### src/inc/fpx_pkg.sv
// shared constants and types for the coprocessor exception and context control
package fpx_pkg;

  // ------------------------------------------------------------------
  // sizes
  // ------------------------------------------------------------------
  localparam int unsigned CTX_W     = 32;
  localparam int unsigned NUM_REGS  = 32;
  localparam int unsigned REG_IDX_W = 5;

  // ------------------------------------------------------------------
  // context control word fields
  // ------------------------------------------------------------------
  localparam int unsigned ACC_LSB  = 0;
  localparam int unsigned ACC_W    = 8;
  localparam int unsigned REV_LSB  = 8;
  localparam int unsigned REV_W    = 8;
  localparam int unsigned MASK_LSB = 16;
  localparam int unsigned MASK_W   = 8;
  localparam int unsigned RND_LSB  = 24;
  localparam int unsigned RND_W    = 2;
  localparam int unsigned CMD_LSB  = 26;
  localparam int unsigned CMD_W    = 6;

  // accumulated flag raised for an unsupported opcode in compatible mode
  localparam int unsigned INVALID_BIT = 0;

  // ------------------------------------------------------------------
  // values
  // ------------------------------------------------------------------
  localparam logic [CTX_W-1:0] CTX_RESET       = 32'h03FF_0000;
  localparam logic [CTX_W-1:0] INIT_CTX_WORD   = 32'h03FF_0000;
  localparam logic [CTX_W-1:0] REV_SELECT_WORD = 32'hB800_0000;
  localparam logic [RND_W-1:0] RND_NEAREST     = 2'h3;
  // arbitrary neutral revision level
  localparam logic [REV_W-1:0] REVISION_DEFAULT = 8'h5A;

  // ------------------------------------------------------------------
  // host operations
  // ------------------------------------------------------------------
  typedef enum logic [3:0] {
    OP_NONE,
    OP_LOAD_REG,
    OP_STORE_REG,
    OP_LOAD_CTX,
    OP_STORE_CTX,
    OP_ARITH,
    OP_SQRT,
    OP_RSUB,
    OP_DMAC
  } op_e;

  typedef struct packed {
    logic                 valid;
    op_e                  op;
    logic [REG_IDX_W-1:0] idx;
    logic [CTX_W-1:0]     data;
  } host_req_s;

  typedef struct packed {
    logic             valid;
    logic [CTX_W-1:0] data;
  } host_rsp_s;

  typedef struct packed {
    logic             valid;
    logic [ACC_W-1:0] flags;
  } exc_event_s;

  typedef struct packed {
    logic                 valid;
    op_e                  op;
    logic [REG_IDX_W-1:0] idx;
  } exec_cmd_s;

  typedef struct packed {
    logic             valid;
    logic [CMD_W-1:0] code;
    logic [CTX_W-1:0] word;
  } ctl_cmd_s;

endpackage

### src/verilog/ctx_regfile.sv
// thirty-two entry architectural register file with asynchronous read
module ctx_regfile #(
  parameter int unsigned DEPTH = fpx_pkg::NUM_REGS,
  parameter int unsigned WIDTH = fpx_pkg::CTX_W,
  parameter int unsigned IDX_W = fpx_pkg::REG_IDX_W
) (
  input  wire logic             mclk_in,
  input  wire logic             nrst_in,
  input  wire logic             wr_en_in,
  input  wire logic [IDX_W-1:0] wr_idx_in,
  input  wire logic [WIDTH-1:0] wr_data_in,
  input  wire logic [IDX_W-1:0] rd_idx_in,
  output logic      [WIDTH-1:0] rd_data_out
);

  logic [WIDTH-1:0] entry_q [DEPTH];
  logic [WIDTH-1:0] entry_d [DEPTH];

  // ------------------------------------------------------------------
  // one entry per generate step
  // ------------------------------------------------------------------
  for (genvar i = 0; i < DEPTH; i++) begin : g_entry
    always_comb begin
      entry_d[i] = entry_q[i];
      if (wr_en_in && (wr_idx_in == IDX_W'(i))) begin
        entry_d[i] = wr_data_in;
      end
    end

    always_ff @(posedge mclk_in or negedge nrst_in) begin
      if (!nrst_in) begin
        entry_q[i] <= '0;
      end else begin
        entry_q[i] <= entry_d[i];
      end
    end
  end

  // read sees the stored value, not a same-cycle write
  assign rd_data_out = entry_q[rd_idx_in];

endmodule

### src/verilog/fp_coprocessor_exception_control.sv
// exception, interrupt and context control for the floating-point coprocessor
module fp_coprocessor_exception_control #(
  parameter logic [fpx_pkg::REV_W-1:0] REVISION = fpx_pkg::REVISION_DEFAULT
) (
  input  wire logic                              mclk_in,
  input  wire logic                              nrst_in,
  input  wire fpx_pkg::host_req_s                req_in,
  input  wire fpx_pkg::exc_event_s               exc_in,
  input  wire logic                              compat_mode_in,
  output fpx_pkg::host_rsp_s                     rsp_out,
  output fpx_pkg::exec_cmd_s                     exec_out,
  output fpx_pkg::ctl_cmd_s                      ctl_out,
  output logic                                   irq_out,
  output logic [fpx_pkg::RND_W-1:0]              round_mode_out,
  output logic [fpx_pkg::MASK_W-1:0]             exc_mask_out,
  output logic [fpx_pkg::ACC_W-1:0]              exc_accum_out
);

  // ------------------------------------------------------------------
  // types and state
  // ------------------------------------------------------------------
  typedef enum logic {
    RB_IDLE,
    RB_ARMED
  } readback_e;

  readback_e                       rb_q;
  readback_e                       rb_d;
  logic [fpx_pkg::CTX_W-1:0]       ctx_q;
  logic [fpx_pkg::CTX_W-1:0]       ctx_d;
  logic                            irq_q;
  logic                            irq_d;
  fpx_pkg::host_rsp_s              rsp_q;
  fpx_pkg::host_rsp_s              rsp_d;
  fpx_pkg::exec_cmd_s              exec_q;
  fpx_pkg::exec_cmd_s              exec_d;
  fpx_pkg::ctl_cmd_s               ctl_q;
  fpx_pkg::ctl_cmd_s               ctl_d;

  logic                            rf_we;
  logic [fpx_pkg::CTX_W-1:0]       rf_rd_data;
  logic [fpx_pkg::ACC_W-1:0]       new_flags;
  logic [fpx_pkg::ACC_W-1:0]       acc_next;
  logic [fpx_pkg::MASK_W-1:0]      mask_next;
  logic [fpx_pkg::CMD_W-1:0]       cmd_field;
  logic [fpx_pkg::CTX_W-1:0]       rev_word;

  // ------------------------------------------------------------------
  // register file
  // ------------------------------------------------------------------
  ctx_regfile #(
    .DEPTH (fpx_pkg::NUM_REGS),
    .WIDTH (fpx_pkg::CTX_W),
    .IDX_W (fpx_pkg::REG_IDX_W)
  ) u_regfile (
    .mclk_in     (mclk_in),
    .nrst_in     (nrst_in),
    .wr_en_in    (rf_we),
    .wr_idx_in   (req_in.idx),
    .wr_data_in  (req_in.data),
    .rd_idx_in   (req_in.idx),
    .rd_data_out (rf_rd_data)
  );

  // a nonzero top field marks a control command; such words never reach
  // the stored context, which keeps a save and restore exact
  assign cmd_field = req_in.data[fpx_pkg::CMD_LSB +: fpx_pkg::CMD_W];
  assign rev_word  = fpx_pkg::CTX_W'(REVISION) << fpx_pkg::REV_LSB;

  // ------------------------------------------------------------------
  // host operations and context word
  // ------------------------------------------------------------------
  always_comb begin
    ctx_d     = ctx_q;
    rsp_d     = '0;
    exec_d    = '0;
    ctl_d     = '0;
    rf_we     = 1'b0;
    new_flags = '0;
    acc_next  = '0;
    mask_next = '0;
    irq_d     = 1'b0;

    if (exc_in.valid) begin
      new_flags = exc_in.flags;
    end

    if (req_in.valid) begin
      case (req_in.op)
        fpx_pkg::OP_LOAD_CTX: begin
          if (cmd_field != '0) begin
            // control command word: leaves mode, masks and flags alone
            ctl_d.valid = 1'b1;
            ctl_d.code  = cmd_field;
            ctl_d.word  = req_in.data;
          end else begin
            // plain load also restores a saved word exactly
            ctx_d = req_in.data;
          end
        end
        fpx_pkg::OP_STORE_CTX: begin
          rsp_d.valid = 1'b1;
          if (rb_q == RB_ARMED) begin
            rsp_d.data = rev_word;
          end else begin
            rsp_d.data = ctx_q;
          end
        end
        fpx_pkg::OP_LOAD_REG: begin
          rf_we = 1'b1;
        end
        fpx_pkg::OP_STORE_REG: begin
          rsp_d.valid = 1'b1;
          rsp_d.data  = rf_rd_data;
        end
        // plain arithmetic is dispatched in either mode
        fpx_pkg::OP_ARITH: begin
          exec_d.valid = 1'b1;
          exec_d.op    = req_in.op;
          exec_d.idx   = req_in.idx;
        end
        fpx_pkg::OP_SQRT,
        fpx_pkg::OP_RSUB,
        fpx_pkg::OP_DMAC: begin
          if (compat_mode_in) begin
            new_flags[fpx_pkg::INVALID_BIT] = 1'b1;
          end else begin
            exec_d.valid = 1'b1;
            exec_d.op    = req_in.op;
            exec_d.idx   = req_in.idx;
          end
        end
        default: begin
        end
      endcase
    end

    // a flag arriving with a clearing load survives it
    acc_next  = ctx_d[fpx_pkg::ACC_LSB +: fpx_pkg::ACC_W] | new_flags;
    mask_next = ctx_d[fpx_pkg::MASK_LSB +: fpx_pkg::MASK_W];
    ctx_d[fpx_pkg::ACC_LSB +: fpx_pkg::ACC_W] = acc_next;

    // level function of flags and masks only, so nothing else clears it
    irq_d = |(acc_next & ~mask_next);
  end

  always_ff @(posedge mclk_in or negedge nrst_in) begin
    if (!nrst_in) begin
      ctx_q  <= fpx_pkg::CTX_RESET;
      irq_q  <= 1'b0;
      rsp_q  <= '0;
      exec_q <= '0;
      ctl_q  <= '0;
    end else begin
      ctx_q  <= ctx_d;
      irq_q  <= irq_d;
      rsp_q  <= rsp_d;
      exec_q <= exec_d;
      ctl_q  <= ctl_d;
    end
  end

  // ------------------------------------------------------------------
  // revision readback
  // ------------------------------------------------------------------
  // any other context load disarms, so a stale arm cannot slip the
  // revision into a later context save
  always_comb begin
    rb_d = rb_q;
    if (req_in.valid) begin
      case (req_in.op)
        fpx_pkg::OP_LOAD_CTX: begin
          if (req_in.data == fpx_pkg::REV_SELECT_WORD) begin
            rb_d = RB_ARMED;
          end else begin
            rb_d = RB_IDLE;
          end
        end
        fpx_pkg::OP_STORE_CTX: begin
          // one save only reads the revision; the next sees the word again
          rb_d = RB_IDLE;
        end
        default: begin
        end
      endcase
    end
  end

  always_ff @(posedge mclk_in or negedge nrst_in) begin
    if (!nrst_in) begin
      rb_q <= RB_IDLE;
    end else begin
      rb_q <= rb_d;
    end
  end

  // ------------------------------------------------------------------
  // outputs
  // ------------------------------------------------------------------
  // mode, mask and flag ports are the stored word itself, so a context
  // save agrees with what the ports show unless a revision select has armed the readback
  assign rsp_out        = rsp_q;
  assign exec_out       = exec_q;
  assign ctl_out        = ctl_q;
  assign irq_out        = irq_q;
  assign round_mode_out = ctx_q[fpx_pkg::RND_LSB +: fpx_pkg::RND_W];
  assign exc_mask_out   = ctx_q[fpx_pkg::MASK_LSB +: fpx_pkg::MASK_W];
  assign exc_accum_out  = ctx_q[fpx_pkg::ACC_LSB +: fpx_pkg::ACC_W];

endmodule
### config.mk
export PLATFORM = sky130hd
export DESIGN_NAME = fp_coprocessor_exception_control
export DESIGN_NICKNAME = d
export VERILOG_FILES = /design/src/inc/fpx_pkg.sv /design/src/verilog/ctx_regfile.sv /design/src/verilog/fp_coprocessor_exception_control.sv
export SDC_FILE = /design/constraint.sdc
export NUM_CORES = 2
export LEC_CHECK = 0
export CORE_MARGIN = 2
export CORE_UTILIZATION = 50
export DETAILED_ROUTE_END_ITERATION = 8
export DONT_BUFFER_PORTS = 1
export SYNTH_ARGS = -nofsm -noshare
export SYNTH_HDL_FRONTEND = slang
export SYNTH_SLANG_ARGS = --single-unit
### constraint.sdc
create_clock -name mclk_in -period 2.2 [get_ports mclk_in]
set_input_delay 0.22 -clock mclk_in [delete_from_list [all_inputs] [get_ports mclk_in]]
set_output_delay 0.22 -clock mclk_in [all_outputs]
set_load 0.03 [all_outputs]
-- Word-level counts from Yosys, hierarchy flattened
Cells that the tools add are included.
- bits in registers: 1140
- latch bits: 0
- RAM bits: 0
- ROM bits: 0
- output and inout bits: 101
- word-level logic and storage cells: 152
- memories: 0
- $add $sub $neg: 0
- multiply operators: 0
- divide/modulo/power cells: 0
- magnitude comparators: 1
- eq/ne operators: 40
- shifts and indexed selects: 0
- multiplexer cells: 23
- bitwise operators: 5
- reductions and logical operators: 39
- operators with widths (kind ; count):
    binary-select mux 32 bit (select 5 bit) ; 1
    two-way mux 39 bit ; 3
    two-way mux 32 bit ; 3
    == test 5 bit (second input constant) ; 16
    two-way mux 24 bit ; 3
    case mux 33 bit (2 select lines) ; 1
    == test 5 x 4 -> 1 bit (second input constant) ; 8
    two-way mux 33 bit ; 1
    == test 32 bit (second input constant) ; 1
    logical AND 1 bit ; 32
    == test 5 x 3 -> 1 bit (second input constant) ; 4
    two-way mux 10 bit ; 2
    case mux 10 bit (2 select lines) ; 1
    == test 4 x 3 -> 1 bit (second input constant) ; 4
    == test 5 x 2 -> 1 bit (second input constant) ; 2
    bitwise AND 8 bit ; 1
    == test 4 x 2 -> 1 bit (second input constant) ; 2
    two-way mux 8 bit ; 1
    inverter 8 bit ; 1
    bitwise OR 8 bit ; 1
    OR reduction 8 bit ; 1
    >= comparator 6 bit (second input constant) ; 1
    two-way mux 1 bit ; 6
    inverter 5 -> 6 bit ; 1
    11 further kinds ; 11

-- Longest topological paths before layout
- depth in word-level cells: 7
- gate-level depth with buffers: 9
- gate-level depth less buffers: 5

-- Modules after synthesis
A second synthesis with hierarchy kept.
- cell total of the unflattened synthesis: 3794
- area, all modules: 51411.8 µm²
- by module, submodules not included (module ; times used ; cells an instance ; area an instance (µm²) ; sequential area each (µm²)):
    ctx_regfile ; 1 ; 3452 ; 47043.9 ; 25624.6
    fp_coprocessor_exception_control ; 1 ; 342 ; 4367.9 ; 2765.2

-- Least setup slack after synthesis
Ideal clock, no wire load.
- kind: input to register
- start: input port req_in[33] (netlist bit)
- end: register rsp_q, in the netlist rsp_out[0]
- setup time: 136 ps
- arrival: 1995 ps
- path slack: 69 ps
- stages: 7
- path buffers: 3
- cells stage by stage: buf_2 -> clkbuf_1 -> clkbuf_1 -> mux4_2 -> mux2_2 -> a221oi_1 -> o21ai_0
- RTL lines (item ; RTL line ; RTL):
    start: declaration ; fp_coprocessor_exception_control.sv:7 ; input wire fpx_pkg::host_req_s req_in,
    end signal: assignment ; fp_coprocessor_exception_control.sv:157 ; rsp_q <= rsp_d;
    end: declaration ; fp_coprocessor_exception_control.sv:33 ; fpx_pkg::host_rsp_s rsp_q;

==> run_results.csv <==
group,metric,value,unit
clock_tree,cts.sinks,1134,
sta,rsz0062_at_grt,"yes",
sta,fin_crit_sh,1.00,
yosys,seq_area_frac_synth,0.558,
die,core_area,100000,um2
clock_tree,cts.clk_slew.worst_paths,0.06,ns
sta,holdWs,-0.430,ns
die,fp.dieH,323,um
grt,grt_max_degree,1135,
critical_path,slowest_delay,1.29,ns
critical_path,crit_path_cell_trace,"dlygate4sd3_1, mux2_2, a221oi_1, o21ai_0",
yosys,syn_nets,3240,
critical_path,regToRegEndpoint,"rsp_out[27]",
sta,hold_violations,167,
yosys,synth_ff_type,"dfrtp_1",
cells_and_area,fillCellCount,7714,
yosys,synthTopCellsByArea,"dfrtp_1 (55%), mux2_2 (23%), mux4_2 (13%), buf_2 (1.3%), clkbuf_1 (1.2%)",
flow_run,maxCapViolCount,0,
drt,wl,145000,um
sta,relSlewSlack,0.149,
yosys,synth_top_area_frac,0.553,
critical_path,worstPathArrival,2.74,ns
cells_and_area,fin_nets,3322,
drt,detail-route-antenna-nets,0,
placed_design,dp.final_hpwl,80300,um
drt,vias,29100,
critical_path,slowest_stage,"dlygate4sd3_1",
drt,drc,0,
critical_path,reg2regPathDepth,4,
yosys,synth_edf_count,0,
drt,viasPerCell,6.15,
outcome,status,"complete, but fails checks",
placed_design,portBuffers,0,
yosys,postSynthAreaPerCell,16.0,um2
pwr,irDropWorstVdd,0.618,mV
yosys,ys_ff_latch,1134,
yosys,postSynthCellCount,3186,
pwr,leakagePower,28.1,nW
drt,firstDrtPassIters,5,
yosys,synth_cell_type_count,50,
critical_path,regToRegSetupSlack,0.02,ns
placed_design,pre_cts_ws,-0.109,ns
sta,tightest_slew,1.28,ns
critical_path,start_kind,"input port",
sta,min_period,2.21,ns
cells_and_area,fin_area,59400,um2
placed_design,placed_cell_area,53100,um2
yosys,synth.most_common_cell,"dfrtp_1",
die,io_pins,155,
sta,setup-tns-final,-0.00682,ns
grt,grt_pass1_wl,216000,um
cells_and_area,area.growth.synth_to_final,16.8,%
sta,finalSetupViolCount,1,
grt,antenna_found_initial,9,
clock_tree,clock_path_buffers,3,
grt,grt_pass1_vias,31100,
drt,wl_per_cell,30.7,um
die,die-area,104000,um2
sta,drv_slew,0,
yosys,synth_commonest_cells,"dfrtp_1 (1124), mux2_2 (1042), mux4_2 (288)",
sta,clock.fmax,0.453,GHz
critical_path,crit_type,"input port to register",
sta,finalWorstSetupSlack,-0.00682,ns
placed_design,gp_congestion,0.807,
critical_path,cp.required,2.73,ns
placed_design,place_inst,4356,
clock_tree,cts-htree-levels,4,
clock_tree,clockRootBuffer,"clkbuf_16",
die,start_util,0.506,
yosys,synth_area_leader_cell,"dfrtp_1",
clock_tree,tritoncts,"done",
clock_tree,cts_made_buffers,130,
cells_and_area,final_cells,4731,
critical_path,cp-end-kind,"register",
outcome,violations,"negative hold slack, negative setup slack",
yosys,ys_warn_count,0,
cells_and_area,drive_above_1_share,0.535,
sta,skew,0.0236,ns
pwr,p_per_area,779,nW/um2
die,die_w,323,um
grt,grt_usage,0.286,
drt,drt-initial-drc-count,2223,
hold_path,hold_class,"input port to async pin",
grt,gr-total-overflow,0,
yosys,syn_area,50800,um2
cells_and_area,multiInputGateArea,21000,um2
critical_path,cp_max_fo,51,
die,rows,116,
cells_and_area,regArea,28400,um2
critical_path,crit-reg2reg-launch,"u_regfile.entry_q[283]",
yosys,async_flop_share,1.00,
clock_tree,clock_latency,0.73,ns
clock_tree,post-cts-setup-buffer-count,0,
-- worst max-delay path by stage --
stage                           from     endpoint  cells past startpoint
after floorplan           req_in[33]   rsp_out[0]                      7
after global placement    req_in[29]      irq_out                      5
after detailed placement  req_in[29]      irq_out                      5
after CTS                  req_in[7]         rb_q                      8
after global routing       req_in[7]         rb_q                      8
final                     req_in[35]  rsp_out[23]                      4
-- repair_timing --
| item | CTS | global route |
|---|---|---|
| setup endpoints to repair | 0 | 98 |
| gates resized for setup | 0 | 4 |
| hold buffers | 128 | 2 |
| hold endpoints to repair | 2263 | 169 |
-- where the power goes --
part,switching [mW],internal (mW)
registers,0.301,21.4
clock network,8.57,13.6
logic,1.25,1.16
-- per-stage QoR --
step | total power, mW | utilization
finish | 46.3 | 0.591
floorplan | 23.5 | -
CTS | 46.2 | 0.589
detailed placement | 23.3 | 0.529
global route | 47.9 | 0.591
global placement | 23.2 | 0.529
-- sequential cells by signal (all words and copies together) (netlist names) --
name               flops
ctl_out               33
rb_q                   1
exec_out              10
rsp_out               33
u_regfile.entry_q   1024
irq_out                1
ctx_q                 32
-- layout make-up --
type	count	share of cell area
clock buffers	205	0.0680
clock inverters	29	0.00653
well taps	1357	0.0286
multi-input cells	1687	0.354
inverters	31	0.00196
diodes	4	0.000169
repair buffers	284	0.0626
flip-flops and latches	1134	0.478
-- placed cells by master, fill, tap and decap left out, types with 14 or more instances in the layout --
cell type | Yosys | routed
clkbuf_16 | 0 | 140
nand2_1 | 24 | 24
and2_1 | 41 | 41
buf_4 | 26 | 86
nor2_4 | 0 | 24
mux2_4 | 30 | 30
clkbuf_8 | 0 | 31
dfrtp_1 | 1124 | 1124
o21ai_0 | 32 | 32
a21oi_1 | 15 | 14
clkbuf_1 | 164 | 35
inv_1 | 31 | 31
a221oi_1 | 28 | 28
mux2_2 | 1042 | 1042
buf_12 | 0 | 93
mux4_2 | 288 | 288
nor3_1 | 32 | 29
mux2i_1 | 35 | 35
clkinv_2 | 0 | 15
dlygate4sd3_1 | 0 | 94
-- routing by layer --
layer  vias to the layer above  routed length (um)  global-route usage
met5                         -                  13                   0
met4                         2                3780              0.0853
met3                       218                8820              0.0638
met2                       842               69600               0.452
met1                     16100               63100               0.398
li1                      11900                   -                   -
-- kinds of logic after synthesis --
logic type,synth area share
AO/OA/AOI/OAI,0.0120
multiplexers,0.375
XOR/XNOR,0.000172
buffers and inverters,0.0328
flip-flops,0.558
AND/OR/NAND/NOR,0.0211
-- worst max-delay path, delay by kind of cell --
family	cells	cell delay, ns
AO/OA/AOI/OAI	2	0.69
multiplexers	1	0.42
buffers and inverters	1	1.29
(Power assumes the default switching activity.)
